### config.mk
export PLATFORM = sky130hd
export DESIGN_NAME = velocity_profile_commands
export DESIGN_NICKNAME = d
export VERILOG_FILES = /design/src/logic/velocity_pkg.sv /design/src/logic/rate_pulse_gen.sv /design/src/logic/velocity_profile_commands.sv
export SDC_FILE = /design/constraint.sdc
export NUM_CORES = 2
export LEC_CHECK = 0
export BUFFER_PORTS_ARGS = -buffer_cell sky130_fd_sc_hd__buf_2
export CAP_MARGIN = 20
export CELL_PAD_IN_SITES_DETAIL_PLACEMENT = 1
export CELL_PAD_IN_SITES_GLOBAL_PLACEMENT = 2
export CORE_UTILIZATION = 38
export CTS_CLUSTER_DIAMETER = 120
export DETAILED_ROUTE_END_ITERATION = 12
export PLACE_DENSITY_LB_ADDON = 0.1
export SLEW_MARGIN = 15
export SYNTH_ARGS = -nofsm -noshare
export SYNTH_HDL_FRONTEND = slang
export SYNTH_SLANG_ARGS = --single-unit
### constraint.sdc
create_clock -name i_sys_clk -period 8.8 [get_ports i_sys_clk]
set_input_delay 0.88 -clock i_sys_clk [delete_from_list [all_inputs] [get_ports i_sys_clk]]
set_output_delay 0.88 -clock i_sys_clk [all_outputs]
set_load 0.03 [all_outputs]
### src/logic/velocity_pkg.sv
// constants, field layout and encodings of the velocity profile command block
package velocity_pkg;

  // =====================================================================
  // clock and sizes
  localparam int unsigned CLK_HZ = 10_000_000;
  localparam int NUM_AXES_DEF = 4;
  localparam int VEL_W = 22;
  localparam int DUR_W = 18;
  localparam int URATE_W = 14;
  localparam int ADDR_W = 8;

  // =====================================================================
  // register byte offsets
  localparam logic [ADDR_W-1:0] OFS_MODE = 8'h00;
  localparam logic [ADDR_W-1:0] OFS_RAMP = 8'h04;
  localparam logic [ADDR_W-1:0] OFS_ARG0 = 8'h08;
  localparam logic [ADDR_W-1:0] OFS_ARG_MASK = 8'h18;
  localparam logic [ADDR_W-1:0] OFS_CMD = 8'h1C;
  localparam logic [ADDR_W-1:0] OFS_STATUS = 8'h20;
  localparam logic [ADDR_W-1:0] OFS_REPORT = 8'h24;
  localparam logic [ADDR_W-1:0] OFS_QCOST = 8'h28;
  localparam logic [ADDR_W-1:0] OFS_URATE = 8'h2C;

  // =====================================================================
  // field positions
  localparam int MODE_LSB = 0;
  localparam int AXIS_LSB = 4;
  localparam int AXIS_W = 2;
  localparam int RAMP_LSB = 0;
  localparam int OP_LSB = 0;
  localparam int ST_ERR = 0;
  localparam int ST_WAIT = 1;
  localparam int ST_STREAM = 2;
  localparam int ST_PEND = 3;
  localparam int QC_ARG_LSB = 8;

  // =====================================================================
  // values
  localparam logic [VEL_W-1:0] BASE_DEF = 22'h000000;
  localparam logic [VEL_W-1:0] PEAK_DEF = 22'(200_000);
  localparam logic [31:0] VEL_MAX = 32'(4_000_000);
  localparam logic [31:0] DUR_MAX = 32'(200_000);
  localparam logic [URATE_W-1:0] URATE_DEF = 14'(1024);
  localparam logic [31:0] URATE_A = 32'(1024);
  localparam logic [31:0] URATE_B = 32'(2048);
  localparam logic [31:0] URATE_C = 32'(4096);
  localparam logic [31:0] URATE_D = 32'(8192);

  // queue entries per axis: command, argument
  localparam logic [7:0] QC_ONE = 8'h01;
  localparam logic [7:0] QC_TWO = 8'h02;
  localparam logic [7:0] QC_THREE = 8'h03;
  localparam logic [7:0] QC_PARA_ARG = 8'(26);
  localparam logic [7:0] QC_NONE = 8'h00;

  // =====================================================================
  // encodings
  typedef enum logic [1:0] {
    MODE_SINGLE, MODE_ALL, MODE_MULTI, MODE_CONTOUR
  } mode_t;

  typedef enum logic [2:0] {
    RAMP_LINEAR, RAMP_SHORT_PARA, RAMP_OTHER_PARA, RAMP_COSINE, RAMP_CUSTOM, RAMP_SCURVE
  } ramp_t;

  typedef enum logic [3:0] {
    OP_NONE, OP_BASE_SET, OP_BASE_REPORT, OP_PEAK_SET, OP_PEAK_REPORT,
    OP_STREAM, OP_WAIT_ALL, OP_RATE_SET
  } op_t;

endpackage

### src/logic/rate_pulse_gen.sv
// phase accumulator that turns a rate in events per second into one-cycle pulses
`timescale 1ns/1ns
`default_nettype none
module rate_pulse_gen #(
  parameter int unsigned CLK_HZ = velocity_pkg::CLK_HZ,
  parameter int RATE_W = velocity_pkg::VEL_W
) (
  input wire logic i_sys_clk,              // system clock
  input wire logic i_rst_b,                // sync reset, low active
  input wire logic i_clear,                // restart the phase
  input wire logic [RATE_W-1:0] i_rate,    // events per second
  output logic o_pulse                     // one cycle per event
);
  import velocity_pkg::*;

  localparam int ACC_W = $clog2(CLK_HZ) + 2;
  localparam logic [ACC_W-1:0] LIMIT = ACC_W'(CLK_HZ);

  typedef struct packed {
    logic [ACC_W-1:0] acc;
    logic pulse;
  } gen_state_t;

  gen_state_t s_r;
  gen_state_t s_nxt;
  logic [ACC_W-1:0] sum;

  // =====================================================================
  // accumulate
  // rate never exceeds the clock, so at most one event per cycle
  always_comb begin
    sum = s_r.acc + ACC_W'(i_rate);
    s_nxt = s_r;
    if (!i_rst_b || i_clear) begin
      s_nxt = '0;
    end else if (sum >= LIMIT) begin
      s_nxt.acc = sum - LIMIT;
      s_nxt.pulse = 1'b1;
    end else begin
      s_nxt.acc = sum;
      s_nxt.pulse = 1'b0;
    end
  end

  always_ff @(posedge i_sys_clk) begin
    s_r <= s_nxt;
  end

  assign o_pulse = s_r.pulse;

endmodule
`default_nettype wire

### src/logic/velocity_profile_commands.sv
// per-axis base/peak velocity, velocity streaming and all-axes wait barrier
//
// Function
// - linear moves jump to base rate, ramp, and mirror that on deceleration
// - base rate only applies to linear ramps; other ramps ignore it silently
// - base rate defaults to zero; base set above the peak rate is rejected
// - peak set below base makes moves start at peak minus one
// - base report returns current axis value, single-axis modes only
// - peak set loads axes; default 200000, accepted range 1 to 4000000
// - all-axes peak set leaves unmasked operand axes unchanged
// - peak set costs 1/1 linear, 2/26 short parabolic, else rejected
// - peak report returns current axis value, single-axis modes only
// - streaming drives constant step trains on first two axes, no ramps
// - stream operands: duration 1..200000 intervals, two signed rates to 4000000
// - streaming starts as soon as the command is complete
// - all-axes wait holds later commands until every axis is idle
// - all-axes wait costs two command and zero argument entries per axis
// - update rate is 1024, 2048, 4096 or 8192; anything else errors
//
// The placing of the registers and the APB register port were chosen for this implementation.
`timescale 1ns/1ns
`default_nettype none
module velocity_profile_commands #(
  parameter int NUM_AXES = velocity_pkg::NUM_AXES_DEF
) (
  input wire logic i_sys_clk,                                        // 10 MHz clock
  input wire logic i_rst_b,                                          // sync reset, low active
  input wire logic i_psel,                                           // apb select
  input wire logic i_penable,                                        // apb enable
  input wire logic i_pwrite,                                         // apb write
  input wire logic [velocity_pkg::ADDR_W-1:0] i_paddr,               // apb byte address
  input wire logic [31:0] i_pwdata,                                  // apb write data
  input wire logic [NUM_AXES-1:0] i_axis_busy,                       // axis moving
  output logic [31:0] o_prdata,                                      // apb read data
  output logic o_pready,                                             // apb ready
  output logic o_pslverr,                                            // apb error
  output logic [NUM_AXES-1:0][velocity_pkg::VEL_W-1:0] o_start_vel,  // ramp start/end rate
  output logic [NUM_AXES-1:0][velocity_pkg::VEL_W-1:0] o_peak_vel,   // peak rate
  output logic o_hold,                                               // wait barrier active
  output logic o_stream_active,                                      // streaming running
  output logic o_step_x,                                             // first axis step
  output logic o_dir_x,                                              // first axis dir, 1 neg
  output logic o_step_y,                                             // second axis step
  output logic o_dir_y                                               // second axis dir, 1 neg
);
  import velocity_pkg::*;

  localparam logic [ADDR_W-1:0] OFS_ARG_LAST = ADDR_W'(OFS_ARG0 + 4 * (NUM_AXES - 1));
  typedef struct packed {
    logic pready;
    logic pslverr;
    logic [31:0] prdata;
    mode_t mode;
    logic [AXIS_W-1:0] axis;
    ramp_t [NUM_AXES-1:0] ramp;
    logic [NUM_AXES-1:0][31:0] arg;
    logic [NUM_AXES-1:0] mask;
    logic [NUM_AXES-1:0][VEL_W-1:0] base;
    logic [NUM_AXES-1:0][VEL_W-1:0] peak;
    logic [NUM_AXES-1:0][VEL_W-1:0] start;
    logic [31:0] report;
    logic [7:0] qc_cmd;
    logic [7:0] qc_arg;
    logic err;
    logic wait_all;
    logic [URATE_W-1:0] urate;
    logic s_act;
    logic [DUR_W-1:0] s_left;
    logic [VEL_W-1:0] s_xr;
    logic [VEL_W-1:0] s_yr;
    logic s_xd;
    logic s_yd;
    logic p_val;
    logic [DUR_W-1:0] p_dur;
    logic [VEL_W-1:0] p_xr;
    logic [VEL_W-1:0] p_yr;
    logic p_xd;
    logic p_yd;
    logic tick_clr;
  } state_t;

  state_t s_r;
  state_t s_nxt;
  logic tick;
  logic step_x;
  logic step_y;
  // =====================================================================
  // helpers
  function automatic logic [VEL_W-1:0] start_rate(ramp_t r, logic [VEL_W-1:0] b,
                                                  logic [VEL_W-1:0] p);
    if (r != RAMP_LINEAR) begin
      start_rate = BASE_DEF;
    end else if (b > p) begin
      start_rate = p - VEL_W'(1);
    end else begin
      start_rate = b;
    end
  endfunction
  function automatic logic [31:0] magnitude(logic [31:0] v);
    magnitude = v[31] ? (~v + 32'h00000001) : v;
  endfunction
  function automatic logic rate_ok(logic [31:0] v);
    rate_ok = magnitude(v) <= VEL_MAX;
  endfunction

  // =====================================================================
  // state update
  always_comb begin
    logic access;
    logic done;
    logic wr;
    logic single;
    logic group;
    logic sel;
    logic stall;
    logic [31:0] val;
    op_t op;
    access = i_psel && i_penable;
    done = access && s_r.pready;
    wr = done && i_pwrite && !s_r.pslverr;
    single = (s_r.mode == MODE_SINGLE);
    group = (s_r.mode == MODE_ALL) || (s_r.mode == MODE_MULTI);
    sel = 1'b0;
    val = '0;
    op = op_t'(i_pwdata[OP_LSB +: 4]);
    // later commands wait behind the barrier by holding the bus
    stall = s_r.wait_all && i_pwrite && (i_paddr == OFS_CMD);
    s_nxt = s_r;
    s_nxt.tick_clr = 1'b0;
    // ---- bus answer: one wait cycle, then ready
    if (done) begin
      s_nxt.pready = 1'b0;
      s_nxt.pslverr = 1'b0;
    end else if (access && !stall) begin
      s_nxt.pready = 1'b1;
      s_nxt.pslverr = 1'b0;
      s_nxt.prdata = '0;
      if (i_paddr == OFS_MODE) begin
        s_nxt.prdata[MODE_LSB +: 2] = s_r.mode;
        s_nxt.prdata[AXIS_LSB +: AXIS_W] = s_r.axis;
      end else if (i_paddr == OFS_RAMP) begin
        s_nxt.prdata[RAMP_LSB +: 3] = s_r.ramp[s_r.axis];
      end else if (i_paddr >= OFS_ARG0 && i_paddr <= OFS_ARG_LAST && i_paddr[1:0] == 2'b00) begin
        s_nxt.prdata = s_r.arg[(i_paddr - OFS_ARG0) >> 2];
      end else if (i_paddr == OFS_ARG_MASK) begin
        s_nxt.prdata[NUM_AXES-1:0] = s_r.mask;
      end else if (i_paddr == OFS_CMD) begin
        s_nxt.prdata = '0;
      end else if (i_paddr == OFS_STATUS) begin
        s_nxt.prdata[ST_ERR] = s_r.err;
        s_nxt.prdata[ST_WAIT] = s_r.wait_all;
        s_nxt.prdata[ST_STREAM] = s_r.s_act;
        s_nxt.prdata[ST_PEND] = s_r.p_val;
      end else if (i_paddr == OFS_REPORT) begin
        s_nxt.prdata = s_r.report;
      end else if (i_paddr == OFS_QCOST) begin
        s_nxt.prdata[7:0] = s_r.qc_cmd;
        s_nxt.prdata[QC_ARG_LSB +: 8] = s_r.qc_arg;
      end else if (i_paddr == OFS_URATE) begin
        s_nxt.prdata[URATE_W-1:0] = s_r.urate;
      end else begin
        s_nxt.pslverr = 1'b1;
      end
    end
    // ---- barrier releases once every axis and the stream are idle
    if (s_r.wait_all && i_axis_busy == '0 && !s_r.s_act && !s_r.p_val) begin
      s_nxt.wait_all = 1'b0;
    end
    // ---- streaming segments advance on update interval ticks
    if (tick && s_r.s_act) begin
      if (s_r.s_left > DUR_W'(1)) begin
        s_nxt.s_left = s_r.s_left - DUR_W'(1);
      end else if (s_r.p_val) begin
        s_nxt.s_left = s_r.p_dur;
        s_nxt.s_xr = s_r.p_xr;
        s_nxt.s_yr = s_r.p_yr;
        s_nxt.s_xd = s_r.p_xd;
        s_nxt.s_yd = s_r.p_yd;
        s_nxt.p_val = 1'b0;
      end else begin
        s_nxt.s_act = 1'b0;
        s_nxt.s_xr = '0;
        s_nxt.s_yr = '0;
      end
    end
    // ---- register writes
    if (wr) begin
      if (i_paddr == OFS_MODE) begin
        s_nxt.mode = mode_t'(i_pwdata[MODE_LSB +: 2]);
        s_nxt.axis = i_pwdata[AXIS_LSB +: AXIS_W];
      end else if (i_paddr == OFS_RAMP) begin
        s_nxt.ramp[s_r.axis] = ramp_t'(i_pwdata[RAMP_LSB +: 3]);
      end else if (i_paddr >= OFS_ARG0 && i_paddr <= OFS_ARG_LAST) begin
        s_nxt.arg[(i_paddr - OFS_ARG0) >> 2] = i_pwdata;
      end else if (i_paddr == OFS_ARG_MASK) begin
        s_nxt.mask = i_pwdata[NUM_AXES-1:0];
      end else if (i_paddr == OFS_STATUS) begin
        s_nxt.err = s_r.err && !i_pwdata[ST_ERR];
      end else if (i_paddr == OFS_CMD) begin
        s_nxt.qc_cmd = QC_NONE;
        s_nxt.qc_arg = QC_NONE;
        unique case (op)
          OP_BASE_SET: begin
            if (!single && !group) begin
              s_nxt.err = 1'b1;
            end else begin
              s_nxt.qc_cmd = QC_ONE;
              s_nxt.qc_arg = QC_ONE;
              for (int i = 0; i < NUM_AXES; i++) begin
                sel = single ? (AXIS_W'(i) == s_r.axis) : s_r.mask[i];
                val = single ? s_r.arg[0] : s_r.arg[i];
                if (sel && val > 32'(s_r.peak[i])) begin
                  s_nxt.err = 1'b1;
                end else if (sel) begin
                  s_nxt.base[i] = val[VEL_W-1:0];
                end
              end
            end
          end
          OP_PEAK_SET: begin
            if (!single && !group) begin
              s_nxt.err = 1'b1;
            end else begin
              for (int i = 0; i < NUM_AXES; i++) begin
                sel = single ? (AXIS_W'(i) == s_r.axis) : s_r.mask[i];
                val = single ? s_r.arg[0] : s_r.arg[i];
                if (sel && s_r.ramp[i] != RAMP_LINEAR && s_r.ramp[i] != RAMP_SHORT_PARA) begin
                  s_nxt.err = 1'b1;
                end else if (sel && (val == '0 || val > VEL_MAX)) begin
                  s_nxt.err = 1'b1;
                end else if (sel) begin
                  s_nxt.peak[i] = val[VEL_W-1:0];
                  s_nxt.qc_cmd = (s_r.ramp[i] == RAMP_LINEAR) ? QC_ONE : QC_TWO;
                  s_nxt.qc_arg = (s_r.ramp[i] == RAMP_LINEAR) ? QC_ONE : QC_PARA_ARG;
                end
              end
            end
          end
          OP_BASE_REPORT: begin
            if (single) begin
              s_nxt.report = 32'(s_r.base[s_r.axis]);
            end else begin
              s_nxt.err = 1'b1;
            end
          end
          OP_PEAK_REPORT: begin
            if (single) begin
              s_nxt.report = 32'(s_r.peak[s_r.axis]);
            end else begin
              s_nxt.err = 1'b1;
            end
          end
          OP_STREAM: begin
            if (!single || s_r.axis != '0) begin
              s_nxt.err = 1'b1;
            end else if (s_r.arg[0] == '0 || s_r.arg[0] > DUR_MAX
                         || !rate_ok(s_r.arg[1]) || !rate_ok(s_r.arg[2])) begin
              s_nxt.err = 1'b1;
            end else if (!s_r.s_act || (tick && s_r.s_left <= DUR_W'(1) && !s_r.p_val)) begin
              // idle, or the last segment ends on this tick: load now, restart the phase
              s_nxt.s_act = 1'b1;
              s_nxt.tick_clr = 1'b1;
              s_nxt.s_left = s_r.arg[0][DUR_W-1:0];
              s_nxt.s_xr = VEL_W'(magnitude(s_r.arg[1]));
              s_nxt.s_yr = VEL_W'(magnitude(s_r.arg[2]));
              s_nxt.s_xd = s_r.arg[1][31];
              s_nxt.s_yd = s_r.arg[2][31];
              s_nxt.qc_cmd = QC_TWO;
              s_nxt.qc_arg = QC_THREE;
            end else if (!s_r.p_val || (tick && s_r.s_left <= DUR_W'(1))) begin
              // one segment of look-ahead keeps segments seamless
              s_nxt.p_val = 1'b1;
              s_nxt.p_dur = s_r.arg[0][DUR_W-1:0];
              s_nxt.p_xr = VEL_W'(magnitude(s_r.arg[1]));
              s_nxt.p_yr = VEL_W'(magnitude(s_r.arg[2]));
              s_nxt.p_xd = s_r.arg[1][31];
              s_nxt.p_yd = s_r.arg[2][31];
              s_nxt.qc_cmd = QC_TWO;
              s_nxt.qc_arg = QC_THREE;
            end else begin
              s_nxt.err = 1'b1;
            end
          end
          OP_WAIT_ALL: begin
            if (group) begin
              s_nxt.wait_all = 1'b1;
              s_nxt.qc_cmd = QC_TWO;
              s_nxt.qc_arg = QC_NONE;
            end else begin
              s_nxt.err = 1'b1;
            end
          end
          OP_RATE_SET: begin
            if (single && (s_r.arg[0] == URATE_A || s_r.arg[0] == URATE_B
                           || s_r.arg[0] == URATE_C || s_r.arg[0] == URATE_D)) begin
              s_nxt.urate = s_r.arg[0][URATE_W-1:0];
            end else begin
              s_nxt.err = 1'b1;
            end
          end
          default: begin
            s_nxt.err = 1'b1;
          end
        endcase
      end
    end
    // ---- start rate follows base, peak and ramp; used for both ramp ends
    for (int i = 0; i < NUM_AXES; i++) begin
      s_nxt.start[i] = start_rate(s_nxt.ramp[i], s_nxt.base[i], s_nxt.peak[i]);
    end
    if (!i_rst_b) begin
      s_nxt = '0;
      s_nxt.mode = MODE_SINGLE;
      s_nxt.urate = URATE_DEF;
      for (int i = 0; i < NUM_AXES; i++) begin
        s_nxt.ramp[i] = RAMP_LINEAR;
        s_nxt.base[i] = BASE_DEF;
        s_nxt.peak[i] = PEAK_DEF;
        s_nxt.start[i] = BASE_DEF;
      end
    end
  end

  always_ff @(posedge i_sys_clk) begin
    s_r <= s_nxt;
  end

  // =====================================================================
  // interval tick and step trains
  rate_pulse_gen #(.CLK_HZ(CLK_HZ), .RATE_W(URATE_W)) u_tick (
    .i_sys_clk(i_sys_clk),
    .i_rst_b(i_rst_b),
    .i_clear(s_r.tick_clr),
    .i_rate(s_r.urate),
    .o_pulse(tick)
  );
  rate_pulse_gen #(.CLK_HZ(CLK_HZ), .RATE_W(VEL_W)) u_step_x (
    .i_sys_clk(i_sys_clk),
    .i_rst_b(i_rst_b),
    .i_clear(s_r.tick_clr),
    .i_rate(s_r.s_xr),
    .o_pulse(step_x)
  );
  rate_pulse_gen #(.CLK_HZ(CLK_HZ), .RATE_W(VEL_W)) u_step_y (
    .i_sys_clk(i_sys_clk),
    .i_rst_b(i_rst_b),
    .i_clear(s_r.tick_clr),
    .i_rate(s_r.s_yr),
    .o_pulse(step_y)
  );

  assign o_prdata = s_r.prdata;
  assign o_pready = s_r.pready;
  assign o_pslverr = s_r.pslverr;
  assign o_start_vel = s_r.start;
  assign o_peak_vel = s_r.peak;
  assign o_hold = s_r.wait_all;
  assign o_stream_active = s_r.s_act;
  assign o_step_x = step_x;
  assign o_dir_x = s_r.s_xd;
  assign o_step_y = step_y;
  assign o_dir_y = s_r.s_yd;

endmodule
`default_nettype wire

==> results.tsv <==
metric	value	unit
status	finished, final reports clean	
DRC violations left	0	
period utilization	90.3	%
fill count	14400	
Leak	21.6	nW
hold-critical path depth	2	
min-delay src	i_penable	
Die Width	352	µm
Tot GR Track Use	33.9	%
Reg clk slew, reported paths	0.06	ns
Crit path max-delay family	compound AO/OA/AOI/OAI gates	
Sink Count	701	
total grt overflow	0	
post-cts hold buffer count	0	
Num CTS Buffers	86	
die area	0.124	mm²
Final GP Congestion	0.974	
EDFF count, synth	0	
initial core utilization	38.6	%
DR WL/cell	29.2	µm
post-CTS setup buffers	0	
routed wire length	214000	µm
Clock Path Buffers	3	
Period minus WS final	7.94	ns
Post-Syn Nets	6093	
Final Util	42.1	%
post-synthesis sequential area ratio	30.2	%
Critical Path Start Type	register	
Highest Clock Rate	126	MHz
Max Slew Vio Count	0	
Worst Reg-to-Reg Cells	25	
RSZ-0062 raised after global routing	no	
slowest CP cell	mux2i_1	
r2r setup slk	0.86	ns
Syn Area/Cell	8.03	µm²
max incr delay on CP	0.64	ns
clk_lat worst skew	0.69	ns
Final setup viols	0	
Max VDD drop	0.141	mV
initial antenna violation count	18	
most used cell, CP	o21a_1	
final hold viol count	0	
synthesized area	0.0465	mm²
PwrDens	143	mW/mm²
MaxCap Viol Count	0	
Setup TNS Final	0	ns
Layout Nets	5962	
Seq cells post-synth	701	
CP Class	register to register	
DIE HEIGHT	352	µm
post-route ant nets	0	
R2R Path End	o_start_vel[25]$_SDFF_PP0_	
first-pass GRT wire length	309000	µm
IO Port Bufs	264	
CTS tree	done	
core area	0.121	mm²
WP data required	9.41	ns
Netlist cell types	90	
Hold Path Class	primary input to register	
clk_skew	0.0295	ns
Worst Max-Slew Pin Slew	1.19	ns
CTS root buf	clkbuf_16	
io pins	265	
P&R area growth vs syn	9.20	%
First-pass DRT Iterations	5	
Cells after Synth	5793	
yosys warns	0	
drt via density	6.04	
layout cells sized above 1	13.9	%
number of global-route vias before repair	43900	
First DRT Iteration DRCs	3597	
row count	127	
vias post-DR	44400	
Crit. End Element	register	
Most used DFF post-synth	dfxtp_1	
crit path DAT	8.55	ns
Setup WS post-layout	0.857	ns
H-tree Lvls	3	
hpwl dp	164000	µm
Post-CTS Resized	0	
largest net degree at the start of global routing	195	
asr flop ratio synth	0	%
crit path max fanout	57	
R2R Path Start	s_r[605]$_SDFFE_PN0P_	
Hold Path End	o_pslverr$_SDFFE_PP0P_	
Setup WS pre-CTS	0.995	ns
Max transition margin	19.8	%
worst path buffer plus inverter count	3	
==> where the power goes <==
group          leakage, nW  switching, mW  internal (mW)  total, mW
clock                 1.45           1.54           2.22       3.77
sequential            5.65        0.00589           3.18       3.19
combinational         14.5          0.215         0.0722      0.287
==> how the worst max path moves through the flow <==
stage	from	end	slack, ns	cells past startpoint
5_1_grt	s_r[605]$_SDFFE_PN0P_	o_start_vel[26]$_SDFF_PP0_	0.42	25
3_5_place_dp	i_paddr[1]	o_start_vel[18]$_SDFF_PP0_	1.0	18
4_1_cts	s_r[605]$_SDFFE_PN0P_	o_start_vel[23]$_SDFF_PP0_	1.02	25
2_1_floorplan	s_r[605]$_SDFFE_PN0P_	o_start_vel[48]$_SDFF_PP0_	1.43	31
3_3_place_gp	i_paddr[1]	o_start_vel[15]$_SDFF_PP0_	1.18	17
6_report	s_r[605]$_SDFFE_PN0P_	o_start_vel[25]$_SDFF_PP0_	0.86	25
==> routing by layer <==
metal  part of all wire, %  up-vias  global-route usage [%]
met5                 0.048        -                       0
met4                   6.7       16                    20.7
met1                    42    22200                    42.2
met3                   5.8      453                    5.23
met2                    46     1411                    54.9
li1                      -    20400                       -
==> kinds of logic after synthesis <==
kind of cell	Yosys count	synth area share, %
mux	415	11.3
compound gates	1316	18.2
xor+xnor	172	3.24
simple gates	2091	21.7
flops	701	30.2
fa+ha+maj	251	6.80
buf+inv	847	8.63
==> cells in the final DEF (no fill, tap or decap), types with 189 or more instances in the layout <==
cell and count:
buf_2 266, o21ai_0 189, nor2_1 559, nand2_1 544
inv_1 240, ha_1 247, dfxtp_1 697, nor3_1 211
a21oi_1 470, mux2i_1 243
==> per-stage QoR <==
step | power, mW | hold WS, ns | std cells | area, µm²
after floorplan | 3.44 | 0.428 | 5793 | 46500
after global placement | 3.54 | 0.443 | 7179 | 47800
after detailed placement | 3.54 | 0.449 | 7185 | 47800
after CTS | 7.29 | 0.380 | 7339 | 50700
after global routing | 7.43 | 0.431 | 7340 | 50800
final | 7.24 | 0.410 | 7351 | 50800
==> cells in the mapped netlist, drive strengths merged (64+ instances only) <==
cell type,count,area share [%]
a211oi,155,2.5
mux4,78,3.8
clkbuf,333,2.7
nand4,91,1.2
nor2,561,4.5
dfxtp,701,30
buf,269,4.0
ha,248,6.7
nor3,215,2.3
nand2,546,4.4
o21ai,207,2.2
nand3,161,1.7
and2,74,1.0
mux2i,243,5.2
and3,84,1.1
a21o,76,1.2
mux2,94,2.3
xnor2,110,2.1
a21oi,470,5.1
inv,242,2.0
nor4,64,0.90
==> layout make-up <==
cell class                 count  area (µm²)  area share (%)
antenna                       11        27.5          0.0542
clock buffer                 120        2510            4.94
clock inverter                34         417           0.820
inverter                     245         927            1.83
multi-input combinational   4245       28600            56.4
sequential                   701       14000            27.6
tap                         1612        2020            3.97
timing repair buffer         383        2220            4.38
(Power assumes the default switching activity.)
